[config.mk]
export PLATFORM = sky130hd
export DESIGN_NAME = icb_sequencer
export DESIGN_NICKNAME = d
export VERILOG_FILES = /design/src/icb_pkg.sv /design/src/icb_sequencer.sv
export VERILOG_INCLUDE_DIRS = /design/src
export SDC_FILE = /design/constraint.sdc
export NUM_CORES = 1
export LEC_CHECK = 0
export BUFFER_PORTS_ARGS = -buffer_cell sky130_fd_sc_hd__buf_2
export CAP_MARGIN = 25
export CORE_MARGIN = 5
export CORE_UTILIZATION = 50
export DETAILED_ROUTE_END_ITERATION = 7
export PLACE_DENSITY = 0.68
export SYNTH_ARGS = -nofsm -noshare
export SYNTH_HDL_FRONTEND = slang
export SYNTH_SLANG_ARGS = --single-unit
[constraint.sdc]
create_clock -name core_clk -period 4.7 [get_ports core_clk]
set_clock_uncertainty 0.15 [all_clocks]
set_input_delay 0.705 -clock core_clk [delete_from_list [all_inputs] [get_ports core_clk]]
set_output_delay 0.705 -clock core_clk [all_outputs]
set_load 0.01 [all_outputs]
[src/icb_defs.svh]
`ifndef ICB_DEFS_SVH
`define ICB_DEFS_SVH

// execution clock figures, each one the table cost before any address-mode or shift-count clocks, with no wait states
`define ICB_CLK_4   9'h004
`define ICB_CLK_6   9'h006
`define ICB_CLK_8   9'h008
`define ICB_CLK_9   9'h009
`define ICB_CLK_10  9'h00a
`define ICB_CLK_11  9'h00b
`define ICB_CLK_12  9'h00c
`define ICB_CLK_13  9'h00d
`define ICB_CLK_14  9'h00e
`define ICB_CLK_16  9'h010
`define ICB_CLK_20  9'h014
`define ICB_CLK_22  9'h016
`define ICB_CLK_37  9'h025
`define ICB_CLK_43  9'h02b
`define ICB_CLK_70  9'h046
`define ICB_CLK_140 9'h08c
`define ICB_CLK_158 9'h09e

// bus read or write cycle counts
`define ICB_RW_0    4'h0
`define ICB_RW_1    4'h1
`define ICB_RW_2    4'h2
`define ICB_RW_3    4'h3
`define ICB_RW_4    4'h4
`define ICB_RW_5    4'h5

// reset value of the ready flag
`define ICB_RST_READY 1'b1

`endif

[src/icb_pkg.sv]
`default_nettype none
package icb_pkg;

    // instruction classes that carry a cycle budget
    typedef enum logic [4:0] {
        ICB_OP_ADD, ICB_OP_SUB, ICB_OP_AND, ICB_OP_OR, ICB_OP_CMP, ICB_OP_XOR,
        ICB_OP_SDIV, ICB_OP_UDIV, ICB_OP_SMUL, ICB_OP_UMUL,
        ICB_OP_IMM_LOGIC, ICB_OP_IMM_ARITH, ICB_OP_COMPARE_IMMEDIATE, ICB_OP_QLOAD, ICB_OP_QADDSUB,
        ICB_OP_ZERO_NEG, ICB_OP_SETCOND, ICB_OP_TAS, ICB_OP_TEST, ICB_OP_SHIFT,
        ICB_OP_BIT_MOD, ICB_OP_BIT_CLR, ICB_OP_BIT_PROBE,
        ICB_OP_CBRANCH, ICB_OP_UBRANCH, ICB_OP_SUBBR, ICB_OP_LOOPBR,
        ICB_OP_BOUNDS, ICB_OP_TRAP, ICB_OP_OVTRAP
    } icb_op_t;

    // operand size; code 3 is illegal
    typedef enum logic [1:0] {ICB_SZ_BYTE, ICB_SZ_WORD, ICB_SZ_LONG} icb_size_t;

    // destination form: data register, address register, memory, status word
    typedef enum logic [1:0] {
        ICB_FORM_DREG, ICB_FORM_AREG, ICB_FORM_MEM, ICB_FORM_STATUS
    } icb_form_t;

    // one instruction request with its effective address cost
    typedef struct packed {
        icb_op_t    op;
        icb_size_t  size;
        icb_form_t  form;
        logic       src_dreg;
        logic       src_reg_direct;
        logic       cond_true;
        logic       taken;
        logic       disp_word;
        logic       bit_dynamic;
        logic [5:0] shift_n;
        logic [4:0] ea_clocks;
        logic [2:0] ea_reads;
        logic [2:0] ea_writes;
    } icb_req_t;

    // clock count paired with bus read and write counts
    typedef struct packed {
        logic [8:0] clocks;
        logic [3:0] reads;
        logic [3:0] writes;
    } icb_budget_t;

    // table lookup result
    typedef struct packed {
        logic        legal;
        logic        add_ea;
        icb_budget_t budget;
    } icb_cost_t;

    // sequencer states, gray coded
    typedef enum logic [1:0] {ICB_IDLE = 2'b00, ICB_RUN = 2'b01} icb_state_t;

    // complete sequencer state
    typedef struct packed {
        icb_state_t  st;
        logic [8:0]  remain;
        icb_budget_t budget;
        logic        ready;
        logic        busy;
        logic        done;
        logic        reject;
    } icb_regs_t;

endpackage
`default_nettype wire

[src/icb_sequencer.sv]
// Overview of operation
// - add address-mode cost where table marks it
// - long add/sub/and/or register direct: 8 total
// - exclusive_or to data register: register sources only
// - shifts: 6/8 plus 2n, memory 9
// - multiplies 70 clocks plus address-mode cost, one read
// - cond_branch taken 10, not taken 8/12
// - short jump 10, subroutine_branch 20 (2/2)
// - loop branch 12 true, 10 taken, 14 expired
// - bounds_check 43 trapping, 8 otherwise
// - set_on_condition 4/6 register, 9 memory
// - test_and_set_byte 4 register, 11 memory
// - long register bit ops by bit number source
// - byte memory bit ops 9/13, probe 4/8
// - immediate logic: status 20, register 8/16
// - quick load 4, quick add/sub 4/8/9/14
// - long compare_immediate 14 register, 12 memory
// - operand_test 4 clocks, one read, no write
// - zeroing/negate/complement 4/6 register, 9/14 memory
// - counts cover operation, store and prefetch
// - every count paired with read/write counts
`timescale 1ns/1ps
`default_nettype none
`include "icb_defs.svh"

module icb_sequencer
    import icb_pkg::*;
(
    input  wire logic        core_clk,
    input  wire logic        rst,
    input  wire logic        req_valid,
    input  wire icb_req_t    req,
    output var  logic        ready,
    output var  logic        busy,
    output var  logic        done,
    output var  logic        reject,
    output var  icb_budget_t budget
);

    icb_regs_t   s_q;      // registered state
    icb_regs_t   s_d;      // next state
    icb_cost_t   cost;     // table figure for the offered request
    icb_budget_t total;    // table figure plus address-mode cost
    logic        accept;   // request taken this cycle

    // builds one legal table entry
    function automatic icb_cost_t mk(
        input logic [8:0] c,
        input logic [3:0] r,
        input logic [3:0] w,
        input logic       ea
    );
        mk = '{legal: 1'b1, add_ea: ea, budget: '{clocks: c, reads: r, writes: w}};
    endfunction

    // cycle budget table; a zero result marks an illegal combination
    function automatic icb_cost_t lookup(input icb_req_t q);
        logic lg;
        logic an;
        logic mem;
        logic sr;
        logic flow;
        lg   = (q.size == ICB_SZ_LONG);
        an   = (q.form == ICB_FORM_AREG);
        mem  = (q.form == ICB_FORM_MEM);
        sr   = (q.form == ICB_FORM_STATUS);
        flow = (q.op >= ICB_OP_CBRANCH);
        lookup = '0;
        // figures include operation, result store and next-word prefetch
        case (q.op)
            ICB_OP_ADD, ICB_OP_SUB, ICB_OP_AND, ICB_OP_OR: begin
                if (mem) begin
                    lookup = lg ? mk(`ICB_CLK_14, `ICB_RW_1, `ICB_RW_2, 1'b1)
                                : mk(`ICB_CLK_9, `ICB_RW_1, `ICB_RW_1, 1'b1);
                end else if (lg) begin
                    // register direct source: flat total, no address cost
                    lookup = q.src_reg_direct ? mk(`ICB_CLK_8, `ICB_RW_1, `ICB_RW_0, 1'b0)
                                              : mk(`ICB_CLK_6, `ICB_RW_1, `ICB_RW_0, 1'b1);
                end else begin
                    lookup = an ? mk(`ICB_CLK_8, `ICB_RW_1, `ICB_RW_0, 1'b1)
                                : mk(`ICB_CLK_4, `ICB_RW_1, `ICB_RW_0, 1'b1);
                end
            end
            ICB_OP_CMP: begin
                // compare has no memory destination
                if (!mem) begin
                    lookup = (an || lg) ? mk(`ICB_CLK_6, `ICB_RW_1, `ICB_RW_0, 1'b1)
                                        : mk(`ICB_CLK_4, `ICB_RW_1, `ICB_RW_0, 1'b1);
                end
            end
            ICB_OP_XOR: begin
                if (mem) begin
                    lookup = lg ? mk(`ICB_CLK_14, `ICB_RW_1, `ICB_RW_2, 1'b1)
                                : mk(`ICB_CLK_9, `ICB_RW_1, `ICB_RW_1, 1'b1);
                end else if (q.src_dreg) begin
                    // data register destination takes data register sources only
                    lookup = lg ? mk(`ICB_CLK_8, `ICB_RW_1, `ICB_RW_0, 1'b0)
                                : mk(`ICB_CLK_4, `ICB_RW_1, `ICB_RW_0, 1'b0);
                end
            end
            ICB_OP_SDIV: lookup = mk(`ICB_CLK_158, `ICB_RW_1, `ICB_RW_0, 1'b1);
            ICB_OP_UDIV: lookup = mk(`ICB_CLK_140, `ICB_RW_1, `ICB_RW_0, 1'b1);
            ICB_OP_SMUL, ICB_OP_UMUL: begin
                lookup = mk(`ICB_CLK_70, `ICB_RW_1, `ICB_RW_0, 1'b1);
            end
            ICB_OP_IMM_LOGIC, ICB_OP_IMM_ARITH: begin
                if (sr) begin
                    // status word target, byte or word only
                    if (!lg) begin
                        lookup = mk(`ICB_CLK_20, `ICB_RW_3, `ICB_RW_0, 1'b0);
                    end
                end else if (mem) begin
                    lookup = lg ? mk(`ICB_CLK_22, `ICB_RW_3, `ICB_RW_2, 1'b1)
                                : mk(`ICB_CLK_13, `ICB_RW_2, `ICB_RW_1, 1'b1);
                end else begin
                    lookup = lg ? mk(`ICB_CLK_16, `ICB_RW_3, `ICB_RW_0, 1'b0)
                                : mk(`ICB_CLK_8, `ICB_RW_2, `ICB_RW_0, 1'b0);
                end
            end
            ICB_OP_COMPARE_IMMEDIATE: begin
                // compare never writes
                if (lg) begin
                    lookup = mem ? mk(`ICB_CLK_12, `ICB_RW_3, `ICB_RW_0, 1'b1)
                                 : mk(`ICB_CLK_14, `ICB_RW_3, `ICB_RW_0, 1'b0);
                end else begin
                    lookup = mk(`ICB_CLK_8, `ICB_RW_2, `ICB_RW_0, mem);
                end
            end
            ICB_OP_QLOAD: begin
                if (!mem) begin
                    lookup = mk(`ICB_CLK_4, `ICB_RW_1, `ICB_RW_0, 1'b0);
                end
            end
            ICB_OP_QADDSUB: begin
                if (mem) begin
                    lookup = lg ? mk(`ICB_CLK_14, `ICB_RW_1, `ICB_RW_2, 1'b1)
                                : mk(`ICB_CLK_9, `ICB_RW_1, `ICB_RW_1, 1'b1);
                end else begin
                    lookup = lg ? mk(`ICB_CLK_8, `ICB_RW_1, `ICB_RW_0, 1'b0)
                                : mk(`ICB_CLK_4, `ICB_RW_1, `ICB_RW_0, 1'b0);
                end
            end
            ICB_OP_ZERO_NEG: begin
                if (mem) begin
                    lookup = lg ? mk(`ICB_CLK_14, `ICB_RW_1, `ICB_RW_2, 1'b1)
                                : mk(`ICB_CLK_9, `ICB_RW_1, `ICB_RW_1, 1'b1);
                end else begin
                    lookup = lg ? mk(`ICB_CLK_6, `ICB_RW_1, `ICB_RW_0, 1'b0)
                                : mk(`ICB_CLK_4, `ICB_RW_1, `ICB_RW_0, 1'b0);
                end
            end
            ICB_OP_SETCOND: begin
                if (mem) begin
                    lookup = mk(`ICB_CLK_9, `ICB_RW_1, `ICB_RW_1, 1'b1);
                end else begin
                    lookup = q.cond_true ? mk(`ICB_CLK_6, `ICB_RW_1, `ICB_RW_0, 1'b0)
                                         : mk(`ICB_CLK_4, `ICB_RW_1, `ICB_RW_0, 1'b0);
                end
            end
            ICB_OP_TAS: begin
                lookup = mem ? mk(`ICB_CLK_11, `ICB_RW_1, `ICB_RW_1, 1'b1)
                             : mk(`ICB_CLK_4, `ICB_RW_1, `ICB_RW_0, 1'b0);
            end
            ICB_OP_TEST: begin
                // no write cycle in any form; long memory adds address cost
                lookup = mk(`ICB_CLK_4, `ICB_RW_1, `ICB_RW_0, mem && lg);
            end
            ICB_OP_SHIFT: begin
                if (!mem) begin
                    // two clocks per shifted position
                    lookup = mk((lg ? `ICB_CLK_8 : `ICB_CLK_6) + {2'b00, q.shift_n, 1'b0},
                                `ICB_RW_1, `ICB_RW_0, 1'b0);
                end else if (!lg) begin
                    lookup = mk(`ICB_CLK_9, `ICB_RW_1, `ICB_RW_1, 1'b1);
                end
            end
            ICB_OP_BIT_MOD, ICB_OP_BIT_CLR, ICB_OP_BIT_PROBE: begin
                if (mem) begin
                    // byte in memory; probe never writes
                    if (q.op == ICB_OP_BIT_PROBE) begin
                        lookup = q.bit_dynamic ? mk(`ICB_CLK_4, `ICB_RW_1, `ICB_RW_0, 1'b1)
                                               : mk(`ICB_CLK_8, `ICB_RW_2, `ICB_RW_0, 1'b1);
                    end else begin
                        lookup = q.bit_dynamic ? mk(`ICB_CLK_9, `ICB_RW_1, `ICB_RW_1, 1'b1)
                                               : mk(`ICB_CLK_13, `ICB_RW_2, `ICB_RW_1, 1'b1);
                    end
                end else if (q.op == ICB_OP_BIT_PROBE) begin
                    lookup = q.bit_dynamic ? mk(`ICB_CLK_6, `ICB_RW_1, `ICB_RW_0, 1'b0)
                                           : mk(`ICB_CLK_10, `ICB_RW_2, `ICB_RW_0, 1'b0);
                end else if (q.op == ICB_OP_BIT_CLR) begin
                    lookup = q.bit_dynamic ? mk(`ICB_CLK_10, `ICB_RW_1, `ICB_RW_0, 1'b0)
                                           : mk(`ICB_CLK_14, `ICB_RW_2, `ICB_RW_0, 1'b0);
                end else begin
                    lookup = q.bit_dynamic ? mk(`ICB_CLK_8, `ICB_RW_1, `ICB_RW_0, 1'b0)
                                           : mk(`ICB_CLK_12, `ICB_RW_2, `ICB_RW_0, 1'b0);
                end
            end
            ICB_OP_CBRANCH: begin
                if (q.taken) begin
                    lookup = mk(`ICB_CLK_10, `ICB_RW_1, `ICB_RW_0, 1'b0);
                end else begin
                    lookup = q.disp_word ? mk(`ICB_CLK_12, `ICB_RW_2, `ICB_RW_0, 1'b0)
                                         : mk(`ICB_CLK_8, `ICB_RW_1, `ICB_RW_0, 1'b0);
                end
            end
            ICB_OP_UBRANCH: lookup = mk(`ICB_CLK_10, `ICB_RW_1, `ICB_RW_0, 1'b0);
            ICB_OP_SUBBR:   lookup = mk(`ICB_CLK_20, `ICB_RW_2, `ICB_RW_2, 1'b0);
            ICB_OP_LOOPBR: begin
                // condition true, else counter live (taken) or expired
                if (q.cond_true) begin
                    lookup = mk(`ICB_CLK_12, `ICB_RW_2, `ICB_RW_0, 1'b0);
                end else begin
                    lookup = q.taken ? mk(`ICB_CLK_10, `ICB_RW_2, `ICB_RW_0, 1'b0)
                                     : mk(`ICB_CLK_14, `ICB_RW_3, `ICB_RW_0, 1'b0);
                end
            end
            ICB_OP_BOUNDS: begin
                lookup = q.taken ? mk(`ICB_CLK_43, `ICB_RW_5, `ICB_RW_3, 1'b1)
                                 : mk(`ICB_CLK_8, `ICB_RW_1, `ICB_RW_0, 1'b1);
            end
            ICB_OP_TRAP: lookup = mk(`ICB_CLK_37, `ICB_RW_4, `ICB_RW_3, 1'b0);
            ICB_OP_OVTRAP: begin
                lookup = q.taken ? mk(`ICB_CLK_37, `ICB_RW_5, `ICB_RW_3, 1'b0)
                                 : mk(`ICB_CLK_4, `ICB_RW_1, `ICB_RW_0, 1'b0);
            end
            default: lookup = '0;
        endcase
        // address register and status word targets only where listed
        if (!flow && an && !(q.op inside {ICB_OP_ADD, ICB_OP_SUB, ICB_OP_CMP})) begin
            lookup = '0;
        end
        if (!flow && sr && !(q.op == ICB_OP_IMM_LOGIC)) begin
            lookup = '0;
        end
        if (q.size == 2'b11) begin
            lookup = '0;
        end
    endfunction

    // table figure for the request on the port
    assign cost = lookup(req);

    // address-mode cost added only where marked
    assign total = cost.add_ea ?
        icb_budget_t'{clocks: cost.budget.clocks + {4'h0, req.ea_clocks},
          reads:  cost.budget.reads + {1'b0, req.ea_reads},
          writes: cost.budget.writes + {1'b0, req.ea_writes}} : cost.budget;

    assign accept = req_valid && s_q.ready && cost.legal;

    // next state: load the budget, then count it down
    always_comb begin
        s_d        = s_q;
        s_d.done   = 1'b0;
        s_d.reject = 1'b0;
        unique case (s_q.st)
            ICB_IDLE: begin
                if (req_valid && cost.legal) begin
                    // clocks and bus counts travel together
                    s_d.budget = total;
                    s_d.remain = total.clocks - 9'h001;
                    s_d.busy   = 1'b1;
                    s_d.ready  = 1'b0;
                    s_d.st     = ICB_RUN;
                end else if (req_valid) begin
                    // illegal combination: refused, nothing starts
                    s_d.reject = 1'b1;
                end
            end
            ICB_RUN: begin
                // zero wait states assumed, so the count is exact
                if (s_q.remain == 9'h000) begin
                    s_d.st    = ICB_IDLE;
                    s_d.busy  = 1'b0;
                    s_d.ready = 1'b1;
                    s_d.done  = 1'b1;
                end else begin
                    s_d.remain = s_q.remain - 9'h001;
                end
            end
        endcase
    end

    // state register
    always_ff @(posedge core_clk) begin
        if (rst) begin
            s_q <= '{st: ICB_IDLE, remain: '0, budget: '0, ready: `ICB_RST_READY,
                     busy: 1'b0, done: 1'b0, reject: 1'b0};
        end else begin
            s_q <= s_d;
        end
    end

    assign ready  = s_q.ready;
    assign busy   = s_q.busy;
    assign done   = s_q.done;
    assign reject = s_q.reject;
    assign budget = s_q.budget;
endmodule
`default_nettype wire

After elaboration in Yosys (flattened, before gate mapping)
Index checks and enable logic that the tools add are counted.
{ "op_classes": {"addsub": 6, "magnitude_cmp": 1, "n_eq_ne": 38, "muxes": 54, "bitwise": 2, "reduce_logical": 23} }
{ "op_table": {"columns": ["operator", "count"], "rows": [
  ["$pmux 19 s23", 1],
  ["$mux 19", 12],
  ["$mux 18", 10],
  ["$mux 11", 9],
  ["$mux 12", 6],
  ["$eq 5x5->1 const B", 14],
  ["$eq 5x4->1 const B", 8],
  ["$mux 10", 3],
  ["$mux 30", 1],
  ["$mux 14", 2],
  ["$mux 13", 2],
  ["$pmux 11 s2", 1],
  ["$eq 5x3->1 const B", 4],
  ["$sub 9x1->9 const B", 2],
  ["$mux 17", 1],
  ["$eq 5x2->1 const B", 2],
  ["$add 9x5->9", 1],
  ["$logic_not 9->1", 1],
  ["$mux 9", 1],
  ["$add 4x3->4", 2],
  ["$add 4x7->8", 1],
  ["$eq 2x2->1 const B", 4],
  ["$logic_and 1x1->1", 6],
  ["$ne 2x2->1 const B", 3],
  ["18 further kinds", 27]
]} }
{ "word_totals": {"ff_bits": 32, "in_bits": 35, "word_cells": 133} }

Depth between registers and ports, before layout
Gate-level depths: netlist of run 1.
{ "depth": {"ltp_word": 13, "mapped_depth": 19, "ltp_nobuf": 18} }

Worst setup path after synthesis of run 1
OpenSTA, ideal clock, no wires.
{ "synth_path": {"path_kind": "input -> register", "start": "in req[25] (netlist bit)", "end": "reg s_q[28] (netlist bit)", "t_arrival_ns": 3.948, "required_time_ns": 4.406, "slack_ns": 0.458, "path_stages": 17, "path_buffers": 1, "path_cell_list": "nand2b_1 -> buf_2 -> ha_1 -> inv_1 -> fa_1 -> xor2_1 -> o221ai_1 -> a211oi_1 -> a31oi_1 -> ha_1 -> and2_1 -> o221ai_2 -> a211o_1 -> and3_1 -> nand3_4 -> o311ai_0 -> o221ai_1"} }
{ "synth_via": {"elab_chain_len": 13, "word_cells_on_any_way": 37} }
{ "synth_lines": {"columns": ["element", "line_no", "source"], "rows": [
  ["from (decl)", "icb_sequencer.sv:32", "input wire icb_req_t req,"],
  ["$eq 2x2->1", "icb_sequencer.sv:63", "lg = (q.size == ICB_SZ_LONG);"],
  ["$mux 4 (no line) (tied with other cells)", null, null],
  ["$add 4x7->8 (tied with other cells)", "icb_sequencer.sv:171", "lookup = mk((lg ? `ICB_CLK_8 : `ICB_CLK_6) + {2'b00, q.shift_n, 1'b0},"],
  ["$mux 19 (on tied branches)", null, null],
  ["$pmux 19 s23", "icb_sequencer.sv:70", "case (q.op)"],
  ["$mux 19", "icb_sequencer.sv:229", "if (!flow && an && !(q.op inside {ICB_OP_ADD, ICB_OP_SUB, ICB_OP_CMP})) begin"],
  ["$mux 19", "icb_sequencer.sv:232", "if (!flow && sr && !(q.op == ICB_OP_IMM_LOGIC)) begin"],
  ["$mux 19 (*)", "icb_sequencer.sv:235", "if (q.size == 2'b11) begin"],
  ["$add 9x5->9", "icb_sequencer.sv:245", "icb_budget_t'{clocks: cost.budget.clocks + {4'h0, req.ea_clocks},"],
  ["$mux 17", "icb_sequencer.sv:244", "assign total = cost.add_ea ?"],
  ["$sub 9x1->9", "icb_sequencer.sv:261", "s_d.remain = total.clocks - 9'h001;"],
  ["$mux 30", "icb_sequencer.sv:258", "if (req_valid && cost.legal) begin"],
  ["$pmux 11 s2", "icb_sequencer.sv:256", "unique case (s_q.st)"],
  ["to (signal assigned)", "icb_sequencer.sv:287", "s_q <= '{st: ICB_IDLE, remain: '0, budget: '0, ready: `ICB_RST_READY,"],
  ["to (decl)", "icb_sequencer.sv:40", "icb_regs_t s_q;"]
]} }
Mark *: on every way between the ends. The rest lies on a longest branch, timed or not. The select of a mux whose other input is x is not followed.
A chain may end at the register's enable or synchronous reset.

Worst setup path in the final report of run 1
{ "layout_path": {"start": "in req[29] (netlist bit)", "end": "reg s_q[27] (netlist bit)"} }
{ "layout_via": {"elab_chain_len": 13, "word_cells_on_any_way": 59} }
{ "layout_lines": {"columns": ["element", "line_no", "source"], "rows": [
  ["$eq 5x5->1", "icb_sequencer.sv:70, icb_sequencer.sv:190", null],
  ["$mux 11", "icb_sequencer.sv:190", "end else if (q.op == ICB_OP_BIT_CLR) begin"],
  ["$mux 12", "icb_sequencer.sv:187", "end else if (q.op == ICB_OP_BIT_PROBE) begin"],
  ["$mux 19", "icb_sequencer.sv:178", "if (mem) begin"],
  ["$pmux 19 s23", "icb_sequencer.sv:70", null],
  ["$mux 19", "icb_sequencer.sv:229", null],
  ["$mux 19 (*)", "icb_sequencer.sv:232", null],
  ["$mux 19 (*)", "icb_sequencer.sv:235", null],
  ["$add 9x5->9", "icb_sequencer.sv:245", null],
  ["$mux 17", "icb_sequencer.sv:244", null],
  ["$sub 9x1->9", "icb_sequencer.sv:261", null],
  ["$mux 30", "icb_sequencer.sv:258", null],
  ["$pmux 11 s2", "icb_sequencer.sv:256", null]
]} }
Marks and branches as above.

==> flow_summary.json, run 1 <==
{
  "status": "completed",
  "fp.dieH_microns": 94.6,
  "worstPathMaxFanout": 19,
  "r2r_start": "s_q[21]",
  "syn_area_sq_um": 3580,
  "postCtsResizedCells": 0,
  "vias": 4060,
  "synth_most_common_cell": "nor2_1",
  "die-width_microns": 94.6,
  "max_clock_freq_mhz": 232,
  "clock-root-buffer": "clkbuf_8",
  "htreeDepth": 2,
  "relSlewSlack": 0.557,
  "synth-seq-area-share": 0.168,
  "irDropWorstVdd_mv": 0.116,
  "wl_per_cell_microns": 18.2,
  "fin_area_sq_um": 4140,
  "initial_core_util": 0.521,
  "finalSetupViolCount": 0,
  "cts_buffer_depth": 2,
  "tns_ns": 0,
  "drive_above_1_share": 0.237,
  "synth_cells": 492,
  "fp.dieArea_sq_um": 8960,
  "synth_nets": 550,
  "diodes": 0,
  "cts_tree": "yes",
  "arrival_ns": 4.35,
  "reg2reg_depth": 10,
  "p_per_area_nw_per_um2": 227,
  "area_growth_pct": 15.6,
  "worstReg2RegEnd": "s_q[26]",
  "drv_cap": 0,
  "clock_sinks": 30,
  "fp-row-count": 30,
  "fin_crit_sh": 0.918,
  "finalNetCount": 610,
  "grt_pass1_vias": 3785,
  "yosysUniqueCellTypes": 77,
  "cp-end-kind": "flop",
  "via_per_inst": 6.26,
  "firstDrtPassIters": 5,
  "grt_overflow_total": 0,
  "synthArstFlopShare": 0,
  "final_max_slew_viol_count": 0,
  "drc": 0,
  "holdWs_ns": 0.309,
  "dpl_cell_area_sq_um": 4050,
  "yosysTopAreaCell": "dfxtp_1",
  "gr-usage-all-layers": 0.267,
  "yosysWarnings": 0,
  "ant_nets": 0,
  "core_sq_um": 6870,
  "p_leak_uw": 0.00173,
  "hold_end": "budget[6]",
  "hold_class": "reg2reg",
  "hp-start": "budget[6]",
  "cts_hold_buf": 0,
  "synth_edf_count": 0,
  "grt_pass1_wl_mm": 18.9,
  "finalCriticalPeriod_ns": 4.31,
  "port-buffer-count": 55,
  "path_clk_slew_ns": 0.07,
  "wl_mm": 11.8,
  "cts_inserted_buffers": 5,
  "io_pins": 56,
  "grt_setup_unrepaired": "no",
  "drtIter0Drc": 329,
  "synth_flop_cell": "dfxtp_1",
  "yosysTopAreaCellShare": 0.168,
  "syn_area_per_cell_sq_um": 7.28,
  "critPathLaunchType": "input port",
  "ys_ff_latch": 30,
  "post-place-ws_ns": 0.146,
  "setup_ws_ns": 0.385,
  "rrSetupSlack_ns": 1.87,
  "gp_congestion": 1.04,
  "tightest_slew_ns": 0.659,
  "post-cts-setup-buffer-count": 0,
  "synth_commonest_cells": "nor2_1 (49), nand2_1 (39), a21oi_1 (35)",
  "clk_latency_ns": 0.28,
  "grt_max_degree": 29,
  "antenna_found_initial": 0,
  "crit_type": "in2reg",
  "ys_top_cells_by_area": "dfxtp_1 (17%), ha_1 (6.6%), nor2_1 (5.1%)",
  "place_hpwl_mm": 9.42,
  "min_path_cells": 2,
  "cp.required_ns": 4.74,
  "hold_viol": 0
}
==> area by class of cell <==
class	instances	area [sq um]
clock buffer	6	82.6
clock inverter	2	12.5
fill	659	2730
inverter	19	72.6
multi-input combinational	394	2610
sequential	30	601
tap	96	120
timing repair buffer	102	641
==> state kept, by name (all words and copies together) (netlist names) <==
name	cells
done	1
ready	1
budget	17
s_q	10
reject	1
==> metal layers <==
layer  GRT usage  wire (microns)  vias to the layer above
met5           0               0                        -
met4      0.0637             229                        0
met3      0.0598            1080                       31
met2       0.410            5250                      224
met1       0.379            5260                     1886
li1            -               -                     1919
==> stage by stage <==
stage	util	std cells	power, uW
after detailed placement	0.589	641	718
final	0.603	649	942
after floorplan	-	492	579
after global placement	0.589	641	713
after CTS	0.603	649	938
after global routing	0.603	649	1000
==> cell families (layout without fill, tap and decap cells) <==
family	after synthesis	in the layout	synth area share
and+or+nand+nor	198	198	0.293
AOI/OAI and AO/OA	160	160	0.316
buffers and inverters	68	129	0.103
DFF	30	30	0.168
adders and majority gates	23	23	0.0887
xor gates and xnor gates	12	12	0.0293
muxes	1	1	0.00279
==> how the worst max path moves through the flow <==
stage / slack, ns / cells past startpoint / end / startpoint
6_report: 0.39 / 15 / s_q[27] / req[29]
5_1_grt: 0.14 / 15 / s_q[27] / req[29]
4_1_cts: 0.43 / 15 / s_q[27] / req[29]
3_5_place_dp: 0.15 / 15 / s_q[27] / req[29]
3_3_place_gp: 0.26 / 18 / s_q[28] / req[25]
2_1_floorplan: 0.46 / 17 / s_q[28] / req[25]
==> worst max-delay path: stages <==
cell	delay, ns
buf_2	0.29
or4b_4	0.56
o211ai_2	0.16
a21oi_1	0.09
or2_1	0.29
a31oi_1	0.25
ha_1	0.24
fa_1	0.43
o21a_1	0.19
o21ai_0	0.16
ha_1	0.24
and2_1	0.16
nand4b_1	0.14
xor2_1	0.18
a211oi_1	0.26
==> report_power, final <==
part / switching, uW / leakage, uW / internal (uW)
combinational: 254 / 0.00144 / 179
sequential: 16.1 / 0.000244 / 274
clock: 101 / 0.0000472 / 117
total: 371 / 0.00173 / 571
==> layout by cell type, fill, tap and decap left out, drive strengths merged, types with 8 or more instances in the layout <==
cell	n
a211oi	11
nand2	40
nand2b	17
buf	102
nor2b	13
a31oi	9
o21ai	30
ha	19
nor3	17
nor2	50
inv	17
a21o	8
dfxtp	30
nand3	11
a21oi	36
Note: power is estimated with default switching activity, not from simulation.
==> run 2: changes to the inputs <==
--- a/config.mk
+++ b/config.mk
@@ -9,9 +9,9 @@
 export BUFFER_PORTS_ARGS = -buffer_cell sky130_fd_sc_hd__buf_2
 export CAP_MARGIN = 25
 export CORE_MARGIN = 5
-export CORE_UTILIZATION = 50
+export CORE_UTILIZATION = 58
 export DETAILED_ROUTE_END_ITERATION = 7
-export PLACE_DENSITY = 0.68
+export PLACE_DENSITY = 0.77
 export SYNTH_ARGS = -nofsm -noshare
 export SYNTH_HDL_FRONTEND = slang
 export SYNTH_SLANG_ARGS = --single-unit
==> run 2 against run 1 <==
- global-route usage up 4.3 points
- non-clock buffer count fell by 10
- sequential share of layout area is 0.41 points higher
- cell count fell by 4.8%
- routed wire length is 0.96% lower
- combinational power hardly changed
- power is 0.42% higher
- worst hold slack got worse by 0.0019 ns
==> flow_summary.json, run 2 (synthesized netlist as in run 1, its figures left out) <==
{
  "ant_nets": 0,
  "finalNetCount": 600,
  "gr-usage-all-layers": 0.311,
  "status": "completed",
  "wl_per_cell_microns": 19.0,
  "r2r_start": "s_q[21]",
  "tns_ns": 0,
  "rrSetupSlack_ns": 1.74,
  "diodes": 0,
  "area_growth_pct": 12.5,
  "critPathLaunchType": "input port",
  "wl_mm": 11.7,
  "hold_viol": 0,
  "regArea_sq_um": 601,
  "clock-root-buffer": "clkbuf_8",
  "crit_type": "in2reg",
  "grt_pass1_vias": 3630,
  "fp-row-count": 28,
  "cts_tree": "yes",
  "p_per_area_nw_per_um2": 235,
  "final_max_slew_viol_count": 0,
  "via_per_inst": 6.60,
  "grt_setup_unrepaired": "no",
  "clock_sinks": 30,
  "met2_usage": 0.474,
  "cts_hold_buf": 0,
  "fin_crit_sh": 0.932,
  "slowest_stage": "o311ai_0",
  "cp_cell_sequence": "buf_2, nand2b_1, ha_1, inv_1, fa_1, xor2_1, o221ai_1, a211oi_1, a31oi_1, ha_1, and2_1, o221ai_2, a21boi_0, o21ai_0, xnor2_1, o311ai_0, o221ai_1",
  "reg2reg_depth": 10,
  "io_pins": 56,
  "min_path_cells": 2,
  "postCtsResizedCells": 0,
  "die-width_microns": 88.6,
  "max_stage_delay_ns": 0.41,
  "met1_usage": 0.449,
  "p_leak_uw": 0.00168,
  "hold_end": "budget[6]",
  "grt_busiest_layer": "met2",
  "fin_area_sq_um": 4030,
  "htreeDepth": 2,
  "finalCriticalPeriod_ns": 4.38,
  "drv_cap": 0,
  "layout_common_cells": "buf_2 (55), nor2_1 (49), nand2_1 (39)",
  "hold_class": "reg2reg",
  "tightest_slew_ns": 0.912,
  "port-buffer-count": 55,
  "multi_input_area_sq_um": 2610,
  "worstPathMaxFanout": 6,
  "core_sq_um": 5960,
  "hp-start": "budget[6]",
  "grt_pass1_wl_mm": 18.8,
  "post-cts-setup-buffer-count": 0,
  "power.total_uw": 946,
  "place_hpwl_mm": 9.02,
  "drive_above_1_share": 0.223,
  "fillers": 540,
  "final_common_cell": "buf_2",
  "fp.dieArea_sq_um": 7850,
  "antenna_found_initial": 0,
  "path_clk_slew_ns": 0.07,
  "cp-end-kind": "flop",
  "fp.dieH_microns": 88.6,
  "max_clock_freq_mhz": 228,
  "dpl_cell_area_sq_um": 3930,
  "drc": 0,
  "relSlewSlack": 0.392,
  "gp_congestion": 1.11,
  "drtIter0Drc": 404,
  "irDropWorstVdd_mv": 0.237,
  "utilization": 0.676,
  "clk_latency_ns": 0.29,
  "grt_overflow_total": 0,
  "finalSetupViolCount": 0,
  "cts_buffer_depth": 2,
  "grt_max_degree": 29,
  "cp.required_ns": 4.71,
  "initial_core_util": 0.601,
  "arrival_ns": 4.38,
  "cts_inserted_buffers": 5,
  "use_met3": 0.0670,
  "firstDrtPassIters": 6,
  "vias": 4081,
  "largest_register_ffs": 17,
  "worstReg2RegEnd": "s_q[26]"
}
[run 2: changes by cell type in the layout (fill, tap and decap cells not counted)]
cell    change
buf_4       -9
buf_12      -1
[run 2: layout make-up]
type / instances / area share
tap: 75 / 0.0233
sequential: 30 / 0.149
clock buffer: 6 / 0.0205
multi-input combinational: 394 / 0.649
clock inverter: 2 / 0.00311
inverter: 19 / 0.0180
timing repair buffer: 92 / 0.137
[run 2: how the worst max path moves through the flow]
| stage | start | endpoint | slack [ns] | depth (start not counted) |
|---|---|---|---|---|
| global placement | req[25] | s_q[28] | 0.27 | 17 |
| floorplan | req[25] | s_q[28] | 0.46 | 17 |
| global route | req[25] | s_q[28] | 0.18 | 17 |
| finish | req[25] | s_q[28] | 0.32 | 17 |
| CTS | req[25] | s_q[28] | 0.46 | 17 |
| detailed placement | req[25] | s_q[28] | 0.14 | 17 |
[run 2: power by group]
part / internal [uW] / switching, uW / total (uW) / leakage [uW]
Clock: 118 / 109 / 227 / 0.0000472
Sequential: 274 / 15.3 / 290 / 0.000244
Combinational: 172 / 258 / 430 / 0.00139
[run 2: per-layer routing]
| layer | share of wire | routed length, microns | up-vias |
|---|---|---|---|
| met5 | 0 | 0 | - |
| met4 | 0.025 | 292 | 0 |
| met3 | 0.11 | 1340 | 32 |
| met2 | 0.43 | 5000 | 259 |
| met1 | 0.43 | 5080 | 1894 |
| li1 | - | - | 1896 |
[run 2: worst max-delay path: cells and delay by family]
family,cells,cell delay (ns)
AOI/OAI and AO/OA,8,1.73
adders and majority gates,3,0.96
and+or+nand+nor,2,0.41
xor gates and xnor gates,2,0.41
buffers and inverters,2,0.16
[run 2: through the flow]
step | setup slack (ns) | instances | hold slack (ns)
after floorplan | 0.458 | 492 | 0.287
after global placement | 0.270 | 610 | 0.291
after detailed placement | 0.138 | 610 | 0.302
after CTS | 0.460 | 618 | 0.311
after global routing | 0.177 | 618 | 0.348
final | 0.320 | 618 | 0.307
==> run 3: changes to the inputs <==
--- a/config.mk
+++ b/config.mk
@@ -8,10 +8,12 @@
 export LEC_CHECK = 0
 export BUFFER_PORTS_ARGS = -buffer_cell sky130_fd_sc_hd__buf_2
 export CAP_MARGIN = 25
+export CORE_ASPECT_RATIO = 1.2
 export CORE_MARGIN = 5
 export CORE_UTILIZATION = 58
 export DETAILED_ROUTE_END_ITERATION = 7
 export PLACE_DENSITY = 0.77
+export REMOVE_ABC_BUFFERS = 1
 export SYNTH_ARGS = -nofsm -noshare
 export SYNTH_HDL_FRONTEND = slang
 export SYNTH_SLANG_ARGS = --single-unit
==> run 3 against run 2 <==
- combinational power decreased by 6.3%
- flip-flop and latch count unchanged
- die area about the same
- largest cell class unchanged
- worst hold slack got worse by 0.0059 ns
- via count decreased by 1.3%
- core utilization decreased by 1.5 points
- global-route usage decreased by 0.31 points
==> flow_summary.json, run 3 (synthesized netlist as in run 1, its figures left out) <==
{
  "io_pins": 56,
  "clock-root-buffer": "clkbuf_8",
  "worstReg2RegEnd": "s_q[26]",
  "worstPathMaxFanout": 17,
  "relSlewSlack": 0.387,
  "irDropWorstVdd_mv": 0.174,
  "wl_mm": 11.9,
  "cts_hold_buf": 0,
  "p_per_area_nw_per_um2": 230,
  "hold_end": "budget[6]",
  "clock_sinks": 30,
  "max_stage_delay_ns": 0.57,
  "reg2reg_depth": 10,
  "cts_buffer_depth": 2,
  "utilization": 0.661,
  "fp.dieH_microns": 96.1,
  "tightest_slew_ns": 0.910,
  "status": "completed",
  "rrSetupSlack_ns": 1.60,
  "p_leak_uw": 0.00164,
  "layout_common_cells": "buf_2 (55), nor2_1 (49), nand2_1 (39)",
  "ant_nets": 0,
  "grt_setup_unrepaired": "no",
  "place_hpwl_mm": 9.32,
  "finalCriticalPeriod_ns": 4.40,
  "gr-usage-all-layers": 0.308,
  "fin_crit_sh": 0.935,
  "clk_latency_ns": 0.29,
  "tns_ns": 0,
  "finalSetupViolCount": 0,
  "antenna_found_initial": 0,
  "cp.required_ns": 4.76,
  "crit_family": "simple AND/OR/NAND/NOR gates",
  "drtIter0Drc": 323,
  "grt_overflow_total": 0,
  "cp-end-kind": "flop",
  "cts_tree": "yes",
  "drc": 0,
  "core_sq_um": 6010,
  "grt_pass1_wl_mm": 18.7,
  "hold_class": "reg2reg",
  "crit_path_frequent_cell": "ha_1",
  "die-width_microns": 81.7,
  "arrival_ns": 4.45,
  "vias": 4027,
  "via_per_inst": 6.53,
  "final_common_cell": "buf_2",
  "post-cts-setup-buffer-count": 0,
  "r2r_start": "s_q[21]",
  "hp-start": "budget[6]",
  "cts_inserted_buffers": 5,
  "hold_viol": 0,
  "critPathLaunchType": "input port",
  "htreeDepth": 2,
  "grt_pass1_vias": 3856,
  "power.total_uw": 913,
  "largest_register_ffs": 17,
  "postCtsResizedCells": 0,
  "drv_cap": 0,
  "path_clk_slew_ns": 0.06,
  "fp-row-count": 31,
  "initial_core_util": 0.596,
  "area_growth_pct": 10.9,
  "post-place-ws_ns": 0.0333,
  "max_clock_freq_mhz": 227,
  "port-buffer-count": 55,
  "path_buf_inv": 1,
  "crit_type": "in2reg",
  "wl_per_cell_microns": 19.2,
  "cp_cell_sequence": "buf_2, or4b_4, o211ai_2, a21oi_1, or2_1, a31oi_1, ha_1, fa_1, o21a_1, o21ai_0, ha_1, and2_1, nand4b_1, xor2_1, a211oi_1",
  "slowest_stage": "or4b_4",
  "drive_above_1_share": 0.209,
  "diodes": 0,
  "grt_max_degree": 29,
  "fp.dieArea_sq_um": 7850,
  "firstDrtPassIters": 5,
  "final_max_slew_viol_count": 0,
  "min_path_cells": 2,
  "gp_congestion": 1.03,
  "setup_ws_ns": 0.304,
  "finalNetCount": 592
}
-- run 3: layout make-up --
type	instances	area, sq um
multi-input combinational	394	2610
fill	537	2040
sequential	30	601
timing repair buffer	84	493
tap	82	103
clock buffer	7	86.3
inverter	19	72.6
clock inverter	1	5.00
-- run 3: worst reg2reg max path, stage by stage, from the launching register on --
cell and delay (ns):
dfxtp_1 0.35, inv_1 0.07, ha_1 0.18, nor3b_1 0.45, nand3_1 0.24, nor4_1 0.74
a21oi_1 0.26, nand2_1 0.12, a21oi_1 0.08, a211o_1 0.29, a21oi_1 0.10
-- run 3: worst max-delay path by stage --
| stage | startpoint | end | slack (ns) | depth (start not counted) |
|---|---|---|---|---|
| final | req[29] | s_q[27] | 0.30 | 15 |
| after CTS | req[29] | s_q[27] | 0.33 | 15 |
| after global placement | req[29] | s_q[27] | 0.15 | 15 |
| after global routing | req[29] | s_q[27] | 0.11 | 15 |
| after floorplan | req[25] | s_q[28] | 0.37 | 16 |
| after detailed placement | req[29] | s_q[27] | 0.03 | 15 |
-- run 3: power by group --
part	switching (uW)	internal (uW)	total [uW]
clock	101	118	219
combinational	248	155	403
sequential	16.3	274	291
total	366	547	913
-- run 3: stage by stage --
stage               hold slack [ns]  cell area, sq um  std cells
floorplan                     0.299              3290        443
global placement              0.291              3880        609
detailed placement            0.293              3880        609
CTS                           0.302              3970        617
global route                  0.321              3970        617
finish                        0.301              3970        617
-- run 3: per-layer routing --
layer / up-vias / share of wire / GRT usage
met3: 66 / 0.062 / 0.0393
met4: 0 / 0.067 / 0.219
li1: 1875 / - / -
met2: 217 / 0.50 / 0.535
met5: - / 0 / 0
met1: 1869 / 0.37 / 0.340
